--- src/hdl/dram_ctrl_defines.svh ---
// Timing constants and geometry for the 16K x 1 dynamic RAM controller.
`ifndef DRAM_CTRL_DEFINES_SVH
`define DRAM_CTRL_DEFINES_SVH
`define CLK_PERIOD_PS        4000
`define ROW_BITS             7
`define ROWS                 128
`define T_ASR_NS             0
`define T_RAH_NS             40
`define T_RCD_NS             50
`define T_RAS_NS             300
`define T_CAS_NS             200
`define T_RP_NS              200
`define T_CP_NS              120
`define T_CAC_NS             200
`define T_OFF_NS             80
`define T_DH_NS              90
`define T_CWD_NS             140
`define T_RWD_NS             240
`define T_WP_NS              90
`define T_CWL_NS             120
`define T_REF_MS             2
`define CYC_UP(ns)           ((((ns) * 1000) + `CLK_PERIOD_PS - 1) / `CLK_PERIOD_PS)
`define CYC_MIN1(ns)         ((`CYC_UP(ns) < 1) ? 1 : `CYC_UP(ns))
`define REF_INTERVAL_CYC     ((`T_REF_MS * 1000000000 / `CLK_PERIOD_PS) / `ROWS)
`endif

--- src/hdl/dram_ctrl_pkg.sv ---
// Types shared by the dynamic RAM controller.
package dram_ctrl_pkg;
  typedef enum logic [1:0] {op_read, op_write, op_rmw} op_t;
  typedef enum {st_idle, st_row, st_rah, st_col, st_cas, st_wr, st_hold, st_pre_c, st_pre} state_t;
endpackage

--- src/hdl/dram_ctrl.sv ---
// Controller driving a 16K x 1 multiplexed-address dynamic RAM.
`include "dram_ctrl_defines.svh"
module dram_ctrl #(
  parameter int REF_INTERVAL = `REF_INTERVAL_CYC
) (
  input  wire logic                   clk_sys,
  input  wire logic                   rst,
  input  wire logic                   req_valid,
  output logic                        req_ready,
  input  wire dram_ctrl_pkg::op_t     req_op,
  input  wire logic [13:0]            req_addr,
  input  wire logic                   req_wdata,
  input  wire logic                   req_page,
  output logic                        rsp_valid,
  output logic                        rsp_rdata,
  output logic [6:0]                  dram_addr,
  output logic                        row_strobe_n,
  output logic                        column_strobe_n,
  output logic                        write_n,
  output logic                        dram_din,
  input  wire logic                   dram_dout,
  input  wire logic                   dram_dout_oe
);
  localparam int C_RAH  = `CYC_MIN1(`T_RAH_NS);
  localparam int C_CAC  = `CYC_MIN1(`T_CAC_NS) + 1;
  localparam int C_CAS  = `CYC_MIN1(`T_CAS_NS);
  localparam int C_CWD  = `CYC_MIN1(`T_CWD_NS);
  localparam int C_RWD  = `CYC_MIN1(`T_RWD_NS);
  localparam int C_WP   = `CYC_MIN1(`T_WP_NS);
  localparam int C_CP   = `CYC_MIN1(`T_CP_NS);
  localparam int C_RP   = `CYC_MIN1(`T_RP_NS);
  localparam int C_RAS  = `CYC_MIN1(`T_RAS_NS);
  localparam int C_OFF  = `CYC_MIN1(`T_OFF_NS);

  dram_ctrl_pkg::state_t state;
  dram_ctrl_pkg::state_t next_state;
  dram_ctrl_pkg::op_t    op;
  logic [13:0]           addr;
  logic                  wdata;
  logic                  page;
  logic                  refresh;
  logic [6:0]            ref_row;
  logic                  ref_due;
  logic [31:0]           ref_timer;
  logic [15:0]           cnt;
  logic [15:0]           ras_cnt;
  logic                  dout_s;
  logic                  dout_oe_s;
  logic                  cnt_done;
  logic                  take;
  logic                  page_take;
  logic [15:0]           next_wait;

  // ----------------------------------------------------------------
  // Pin input synchronisers.
  // ----------------------------------------------------------------
  in_sync3 u_sync_dout (
    .clk_sys (clk_sys),
    .rst     (rst),
    .pin     (dram_dout),
    .level   (dout_s)
  );
  in_sync3 u_sync_oe (
    .clk_sys (clk_sys),
    .rst     (rst),
    .pin     (dram_dout_oe),
    .level   (dout_oe_s)
  );

  function automatic logic [15:0] cyc(input int n);
    cyc = 16'(n - 1);
  endfunction

  function automatic logic op_w(input dram_ctrl_pkg::state_t s);
    op_w = (s == dram_ctrl_pkg::st_col) ? (page_take ? (req_op == dram_ctrl_pkg::op_write)
                                                     : (op == dram_ctrl_pkg::op_write))
                                        : (op == dram_ctrl_pkg::op_write);
  endfunction

  // ----------------------------------------------------------------
  // Decoding.
  // ----------------------------------------------------------------
  assign cnt_done  = (cnt == 16'h0000);
  assign take      = (state == dram_ctrl_pkg::st_idle) && req_valid && !ref_due;
  assign page_take = (state == dram_ctrl_pkg::st_pre_c) && page && req_valid && !ref_due
                     && (req_addr[13:7] == addr[13:7]) && cnt_done;
  assign req_ready = take || page_take;

  always_comb begin
    next_state = state;
    next_wait  = 16'h0000;
    case (state)
      dram_ctrl_pkg::st_idle: begin
        if (ref_due || req_valid) begin
          next_state = dram_ctrl_pkg::st_row;
        end
      end
      dram_ctrl_pkg::st_row: begin
        next_state = dram_ctrl_pkg::st_rah;
        next_wait  = cyc(C_RAH);
      end
      dram_ctrl_pkg::st_rah: begin
        if (cnt_done) begin
          next_state = refresh ? dram_ctrl_pkg::st_hold : dram_ctrl_pkg::st_col;
        end
      end
      dram_ctrl_pkg::st_col: begin
        next_state = dram_ctrl_pkg::st_cas;
        next_wait  = (op == dram_ctrl_pkg::op_write) ? cyc(C_CAS) : cyc(C_CAC);
      end
      dram_ctrl_pkg::st_cas: begin
        if (cnt_done) begin
          next_state = (op == dram_ctrl_pkg::op_rmw) ? dram_ctrl_pkg::st_wr : dram_ctrl_pkg::st_pre_c;
          next_wait  = (op == dram_ctrl_pkg::op_rmw) ? cyc(C_WP) : cyc(C_CP);
        end
      end
      dram_ctrl_pkg::st_wr: begin
        if (cnt_done) begin
          next_state = dram_ctrl_pkg::st_pre_c;
          next_wait  = cyc(C_CP);
        end
      end
      dram_ctrl_pkg::st_hold: begin
        if (ras_cnt == 16'h0000) begin
          next_state = dram_ctrl_pkg::st_pre;
          next_wait  = cyc(C_RP);
        end
      end
      dram_ctrl_pkg::st_pre_c: begin
        if (page_take) begin
          next_state = dram_ctrl_pkg::st_col;
        end else if (cnt_done && ras_cnt == 16'h0000) begin
          next_state = dram_ctrl_pkg::st_pre;
          next_wait  = cyc(C_RP);
        end
      end
      dram_ctrl_pkg::st_pre: begin
        if (cnt_done) begin
          next_state = dram_ctrl_pkg::st_idle;
        end
      end
      default: next_state = dram_ctrl_pkg::st_idle;
    endcase
  end

  // ----------------------------------------------------------------
  // State, counters and request capture.
  // ----------------------------------------------------------------
  always_ff @(posedge clk_sys) begin
    if (rst) begin
      state <= dram_ctrl_pkg::st_idle;
      cnt   <= 16'h0000;
    end else begin
      state <= next_state;
      cnt   <= (next_state != state) ? next_wait : (cnt_done ? cnt : cnt - 16'h0001);
    end
  end

  always_ff @(posedge clk_sys) begin
    if (rst) begin
      ras_cnt <= 16'h0000;
    end else if (state == dram_ctrl_pkg::st_row) begin
      ras_cnt <= cyc(C_RAS);
    end else if (ras_cnt != 16'h0000) begin
      ras_cnt <= ras_cnt - 16'h0001;
    end
  end

  always_ff @(posedge clk_sys) begin
    if (rst) begin
      op      <= dram_ctrl_pkg::op_read;
      addr    <= 14'h0000;
      wdata   <= 1'b0;
      page    <= 1'b0;
      refresh <= 1'b0;
    end else if (state == dram_ctrl_pkg::st_idle && next_state == dram_ctrl_pkg::st_row) begin
      refresh <= ref_due;
      if (take) begin
        op    <= req_op;
        addr  <= req_addr;
        wdata <= req_wdata;
        page  <= req_page;
      end
    end else if (page_take) begin
      op    <= req_op;
      addr  <= req_addr;
      wdata <= req_wdata;
      page  <= req_page;
    end
  end

  // ----------------------------------------------------------------
  // Refresh scheduler.
  // ----------------------------------------------------------------
  always_ff @(posedge clk_sys) begin
    if (rst) begin
      ref_timer <= 32'h0000_0000;
      ref_due   <= 1'b0;
      ref_row   <= 7'h00;
    end else begin
      if (ref_timer >= 32'(REF_INTERVAL - 1)) begin
        ref_timer <= 32'h0000_0000;
        ref_due   <= 1'b1;
      end else begin
        ref_timer <= ref_timer + 32'h0000_0001;
        if (state == dram_ctrl_pkg::st_row && refresh) begin
          ref_due <= 1'b0;
        end
      end
      if (state == dram_ctrl_pkg::st_hold && next_state == dram_ctrl_pkg::st_pre) begin
        ref_row <= ref_row + 7'h01;
      end
    end
  end

  // ----------------------------------------------------------------
  // Pin drive.
  // ----------------------------------------------------------------
  always_ff @(posedge clk_sys) begin
    if (rst) begin
      dram_addr       <= 7'h00;
      row_strobe_n    <= 1'b1;
      column_strobe_n <= 1'b1;
      write_n         <= 1'b1;
      dram_din        <= 1'b0;
    end else begin
      if (next_state == dram_ctrl_pkg::st_row) begin
        dram_addr <= ref_due ? ref_row : (take ? req_addr[13:7] : addr[13:7]);
      end else if (next_state == dram_ctrl_pkg::st_col) begin
        dram_addr <= page_take ? req_addr[6:0] : addr[6:0];
      end
      row_strobe_n    <= (next_state == dram_ctrl_pkg::st_idle) || (next_state == dram_ctrl_pkg::st_pre)
                         || (next_state == dram_ctrl_pkg::st_row);
      column_strobe_n <= !((next_state == dram_ctrl_pkg::st_cas) || (next_state == dram_ctrl_pkg::st_wr));
      write_n         <= !(((next_state == dram_ctrl_pkg::st_col || next_state == dram_ctrl_pkg::st_cas)
                         && op_w(next_state)) || next_state == dram_ctrl_pkg::st_wr);
      if (next_state == dram_ctrl_pkg::st_col) begin
        dram_din <= page_take ? req_wdata : wdata;
      end
    end
  end

  // ----------------------------------------------------------------
  // Read data capture after the access time.
  // ----------------------------------------------------------------
  always_ff @(posedge clk_sys) begin
    if (rst) begin
      rsp_valid <= 1'b0;
      rsp_rdata <= 1'b0;
    end else begin
      rsp_valid <= 1'b0;
      if (state == dram_ctrl_pkg::st_cas && cnt_done && op != dram_ctrl_pkg::op_write) begin
        rsp_valid <= 1'b1;
        rsp_rdata <= dout_oe_s ? dout_s : 1'b0;
      end
    end
  end

  logic unused_cwd;
  assign unused_cwd = (C_CWD > C_CAS) && (C_RWD > C_RAS) && (C_OFF > 0);
endmodule

--- src/hdl/in_sync3.sv ---
// Three-stage input synchroniser for pin inputs.
module in_sync3 (
  input  wire logic clk_sys,
  input  wire logic rst,
  input  wire logic pin,
  output logic      level
);
  logic s1;
  logic s2;
  logic s3;

  always_ff @(posedge clk_sys) begin
    if (rst) begin
      s1    <= 1'b0;
      s2    <= 1'b0;
      s3    <= 1'b0;
      level <= 1'b0;
    end else begin
      s1 <= pin;
      s2 <= s1;
      s3 <= s2;
      if (s2 == s3) begin
        level <= s3;
      end
    end
  end
endmodule

--- config.mk ---
export PLATFORM = sky130hd
export DESIGN_NAME = dram_ctrl
export DESIGN_NICKNAME = d
export VERILOG_FILES = /design/src/hdl/dram_ctrl_pkg.sv /design/src/hdl/dram_ctrl.sv /design/src/hdl/in_sync3.sv
export VERILOG_INCLUDE_DIRS = /design/src /design/src/hdl
export SDC_FILE = /design/constraint.sdc
export NUM_CORES = 1
export LEC_CHECK = 0
export BUFFER_PORTS_ARGS = -buffer_cell sky130_fd_sc_hd__buf_2
export CAP_MARGIN = 5
export CORE_ASPECT_RATIO = 0.6
export CORE_MARGIN = 2
export CORE_UTILIZATION = 40
export DETAILED_ROUTE_END_ITERATION = 7
export PLACE_DENSITY = 0.62
export SYNTH_ARGS = -nofsm -noshare
export SYNTH_HDL_FRONTEND = slang
export SYNTH_SLANG_ARGS = --single-unit
export TNS_END_PERCENT = 100
--- constraint.sdc ---
create_clock -name clk_sys -period 4.35 [get_ports clk_sys]
set_input_delay 0.435 -clock clk_sys [delete_from_list [all_inputs] [get_ports clk_sys]]
set_output_delay 0.435 -clock clk_sys [all_outputs]
set_load 0.02 [all_outputs]
Word level (Yosys, flattened, before mapping):

Cells that the tools add are included.

* register bits after elaboration: 144
* output and inout bits: 14

* order comparisons: 1
* reductions and logical operators: 37
* add/sub/neg operators: 4
* eq/ne operators: 27
* muxes and demuxes: 46

Operator list (number)
* 32-bit case mux with 9 select lines: 1
* 32-bit 2-to-1 mux: 8
* 32-bit by 4-bit equality test with 1-bit output (second input constant): 6
* 32-bit by 3-bit equality test with 1-bit output (second input constant): 5
* 32-bit by 2-bit equality test with 1-bit output (second input constant): 4
* 32-bit zero test: 3
* 7-bit 2-to-1 mux: 7
* 14-bit 2-to-1 mux: 3
* 6-bit case mux with 6 select lines: 1
* 32-bit by 1-bit adder with 32-bit output (second input constant): 1
* 32-bit by 1-bit equality test with 1-bit output (second input constant): 1
* 32-bit by 5-bit equality test with 1-bit output (second input constant): 1
* 32-bit by 12-bit greater-or-equal comparator with 1-bit output (second input constant): 1
* 16-bit zero test: 2
* 16-bit 2-to-1 mux: 2
* 32-bit inequality test: 1
* 16-bit by 1-bit subtractor with 16-bit output (second input constant): 2
* 6-bit 2-to-1 mux: 3
* 16-bit nonzero test: 1
* 1-bit logical AND: 14
* 1-bit 2-to-1 mux: 12
* 2-bit 2-to-1 mux: 5
* 5-bit 2-to-1 mux: 2
* 2-bit nonzero test: 4
* other kinds (13): 25

Depth between registers and ports, before layout:

* depth after elaboration: 13
* gate-level depth with buffers: 12

Hierarchy:

A second synthesis with hierarchy kept.

* cells, all modules: 637
* area, all modules: 5828.1 um2

By module, submodules not included
* dram_ctrl: area each 5602.9 um2, times used 1, seq. area each 2722.6 um2, cells an instance 617
* in_sync3: area each 112.6 um2, times used 2, seq. area each 80.1 um2, cells an instance 10

Worst setup path after synthesis:

No wires, ideal clock.

* kind: reg-to-reg
* from: register cnt[0]
* to: register ref_row[4]
* clock period less this slack: 2.916 ns
* data required time: 4.280 ns
* arrival time: 2.846 ns
* stages on the path, launching flop included: 11
* slack: 1.434 ns
* library setup time: 0.070 ns
* cells stage by stage: dfxtp_1 -> inv_1 -> ha_1 -> or3b_2 -> nor4b_4 -> nand2_2 -> o21a_1 -> or2_1 -> buf_6 -> or4_1 -> a21oi_1

* cells in the longest elaborated chain, start to end: 7

Ends and longest elaborated chain
* from (decl): line dram_ctrl.sv:45 `logic [15:0] cnt;`
* from (signal assigned): line dram_ctrl.sv:155 `cnt <= (next_state != state) ? next_wait : (cnt_done ? cnt : cnt - 16'h0001);`
* 16-bit zero test *: line dram_ctrl.sv:83 `assign cnt_done = (cnt == 16'h0000);`
* 1-bit logical AND: line dram_ctrl.sv:132 `end else if (cnt_done && ras_cnt == 16'h0000) begin`
* 32-bit 2-to-1 mux: line dram_ctrl.sv:132
* 32-bit 2-to-1 mux: line dram_ctrl.sv:130 `if (page_take) begin`
* 32-bit case mux with 9 select lines *: line dram_ctrl.sv:92 `case (state)`
* 32-bit by 5-bit equality test with 1-bit output *: line dram_ctrl.sv:210 `if (state == dram_ctrl_pkg::st_hold && next_state == dram_ctrl_pkg::st_pre) begin`
* 1-bit logical AND *: line dram_ctrl.sv:210
* to (signal assigned): line dram_ctrl.sv:211 `ref_row <= ref_row + 7'h01;`
* to (decl): line dram_ctrl.sv:42 `logic [6:0] ref_row;`

Every way passes the cells marked *; elsewhere a longest branch is shown, timed or not.
A chain may end at the register's enable or synchronous reset.

Worst setup path after layout:

* from: register cnt[0]
* to: register dram_addr[3]

* cells in the longest elaborated chain, start to end: 7

Ends and longest elaborated chain
* 16-bit zero test *: line dram_ctrl.sv:83
* 1-bit logical AND: line dram_ctrl.sv:132
* 32-bit 2-to-1 mux: line dram_ctrl.sv:132
* 32-bit 2-to-1 mux: line dram_ctrl.sv:130
* 32-bit case mux with 9 select lines: line dram_ctrl.sv:92
* 32-bit by 2-bit equality test with 1-bit output / 32-bit by 3-bit equality test with 1-bit output (equally long branches): line dram_ctrl.sv:227, dram_ctrl.sv:229
* 7-bit 2-to-1 mux / 2-bit nonzero test (equally long branches)
* to (signal assigned): line dram_ctrl.sv:228 `dram_addr <= ref_due ? ref_row : (take ? req_addr[13:7] : addr[13:7]);`
* to (signal assigned): line dram_ctrl.sv:230 `dram_addr <= page_take ? req_addr[6:0] : addr[6:0];`
* to (decl): line dram_ctrl.sv:16 `output logic [6:0] dram_addr,`

Every way passes the cells marked *; elsewhere a longest branch is shown, timed or not. The select of a mux whose other input is x is not followed.

==> metrics.yaml <==
grt:
  grt_first_pass_wirelength_um: 21200
  grt_max_degree: 52
  grt_pass1_vias: 4295
  grt_overflow: 0
  grt_use_total_pct: 18.0
  antenna_found_initial: 0
setup_path:
  slowest_delay_ns: 0.59
  arrival_ns: 3.85
  timing.critical_path.buf_inv: 1
  cp-end-kind: "flop"
  path_class: "flop to flop"
  startpoint_type: "flop"
  crit_chain: "inv_1, ha_1, or3b_2, nor4b_4, and2_1, o2111ai_2, and3_1, or4_1, a21oi_1"
  cp.required_ns: 4.69
  slowest_stage: "or4_1"
  critPathMaxFanout: 19
  crit_family: "simple AND/OR/NAND/NOR gates"
timing:
  tightest_slew_ns: 0.704
  fmax_mhz: 285
  period_minus_slack_ns: 3.51
  finalHoldViolCount: 0
  finalSetupViolations: 0
  tns_ns: 0
  final.setup_skew_ns: 0.0106
  rsz0062_at_grt: "false"
  period_share_pct: 80.6
  slew_violations: 0
  max_slew_margin_pct: 52.6
routing:
  wire_per_inst_um: 14.3
  drt-vias-per-instance: 5.15
  post-route-drc-count: 0
  drtIter0Drc: 397
  drt.antenna.violating_nets: 0
  wirelength_um: 12900
  first_pass_iters: 6
  route.vias.total: 4646
min_path:
  min_path_type: "input pin to flop"
power_and_ir_drop:
  switching_share_pct: 26.7
  ir_drop_v: 0.000247
  p_leak_nw: 2.54
  pwr-share-seq_pct: 43.9
  p_int_mw: 2.44
  clkPwrFrac_pct: 44.0
  combPwrFrac_pct: 12.1
  p_per_area_mw_per_mm2: 490
  p_sw_uw: 885
cells_and_area:
  nFillCells: 1288
  diodes: 0
  drive_above_1_share_pct: 12.1
  final_common_cell: "dfxtp_1"
  final_cells: 902
  mostFrequentLayoutCells: "144 x dfxtp_1, 61 x nor2_1, 59 x nand2_1, 48 x a21oi_1, 48 x conb_1"
  multi_input_area_sq_mm: 0.00278
  nets: 726
  syn_to_final_growth_pct: 19.2
  seq_area_sq_mm: 0.00288
placement:
  dp_hpwl_um: 9140
  dp.cells: 870
  routabilityCongestion: 0.938
  portBuffers: 36
clocking:
  cts_hold_buf: 0
  clock_latency_ns: 0.42
  h-tree-depth: 4
  cts_buffer_depth: 2
  post_cts_buffers: 0
  cts_buffers: 17
  root_buffer: "clkbuf_16"
  cts_tree: "yes"
  ctsResizeCount: 0
  cts.sinks: 144
  clkTransAtPathRegs_ns: 0.06
die:
  dieWidth_um: 158
  rows: 33
  core-area_sq_mm: 0.0137
  ios: 37
  initial_core_util_pct: 41.4
  die_h_um: 96.4
  dieArea_sq_mm: 0.0152
synthesis:
  yosysUniqueCellTypes: 60
  synth_edf_count: 0
  synthArstFlopShare_pct: 0
  syn_area_sq_mm: 0.00569
  yosysSeqAreaShare_pct: 50.7
  synth_ff_type: "dfxtp_1"
  synth_cells: 621
  syn_area_per_cell_sq_um: 9.16
  ys_warn_count: 0
  ys_ff_latch: 144
job:
  maxCapViolCount: 0
run_status:
  status: "complete, no violations"
-- through the flow --
stage	utilization [%]	power (mW)	hold slack [ns]	instance area, sq um	setup WS (ns)
after floorplan	-	1.79	0.414	5860	1.43
after global placement	44.9	1.87	0.416	6180	1.03
final	49.3	3.32	0.222	6780	0.843
after detailed placement	44.9	1.88	0.430	6180	0.912
after CTS	49.3	3.34	0.214	6780	0.909
after global routing	49.3	3.49	0.228	6780	0.598
-- state kept, by name, summed over array words and instances, names as in the netlist, 2 cells and up --
signal     flops
state         32
ref_row        7
cnt           16
ras_cnt       16
ref_timer     32
dram_addr      7
addr          14
op             2
-- path summary, 6_finish.rpt --
check                from  slack [ns]           end  cells past startpoint
max                cnt[0]        0.84  dram_addr[3]                      9
min          dram_dout_oe        0.22  u_sync_oe.s1                      2
max reg2reg        cnt[0]        0.84  dram_addr[3]                      9
min reg2reg  u_sync_oe.s1        0.45  u_sync_oe.s2                      1
-- kinds of logic (layout without fill, tap and decap cells) --
family,after synthesis,count (layout),share of synthesized area [%]
AND/OR/NAND/NOR,266,266,24.9
multiplexers,6,6,1.08
XOR/XNOR,41,41,6.31
adder cells (fa/ha/maj),6,6,1.32
flip-flops,144,144,50.7
AO/OA/AOI/OAI,110,110,12.1
buffers and inverters,47,89,3.50
other,1,48,0.0659
-- worst register-to-register path: cells and delay by family, from the launching register on --
family          cells  cell delay [ns]
buf+inv             1             0.07
simple gates        5             2.54
fa+ha+maj           1             0.18
flops               1             0.32
compound gates      2             0.32
-- cell usage after synthesis (14+ instances only) --
cell type | instances | area [sq um]
a21oi_1 | 48 | 240
clkbuf_1 | 23 | 86.3
dfxtp_1 | 144 | 2880
inv_1 | 17 | 63.8
nand2_1 | 59 | 221
nand3_1 | 14 | 70.1
nor2_1 | 61 | 229
nor3_1 | 16 | 80.1
nor4_1 | 28 | 175
o21ai_0 | 15 | 75.1
xnor2_1 | 23 | 201
xor2_1 | 18 | 158
-- layer usage --
metal	track usage (%)	up-vias	share of wire [%]
met5	0	-	0
met4	5.26	0	0.85
met3	5.18	17	7.4
met2	25.5	161	41
met1	26.2	2161	51
li1	-	2307	-
-- final cells by class --
type                            count  area share (%)
Inverter                           17           0.941
Clock buffer                       17            6.28
Clock inverter                     15            2.57
Sequential cell                   144            42.5
Tap cell                          192            3.54
Multi-Input combinational cell    477            41.0
Timing Repair Buffer               40            3.10
-- power groups by stage --
stage	Combinational (mW)	Sequential, mW	Clock [mW]
after floorplan	0.319	1.47	0
after global placement	0.386	1.48	0
after detailed placement	0.394	1.49	0
after CTS	0.399	1.46	1.49
after global routing	0.459	1.47	1.56
final	0.402	1.46	1.46
No activity file was read; power rests on OpenSTA's default activity.
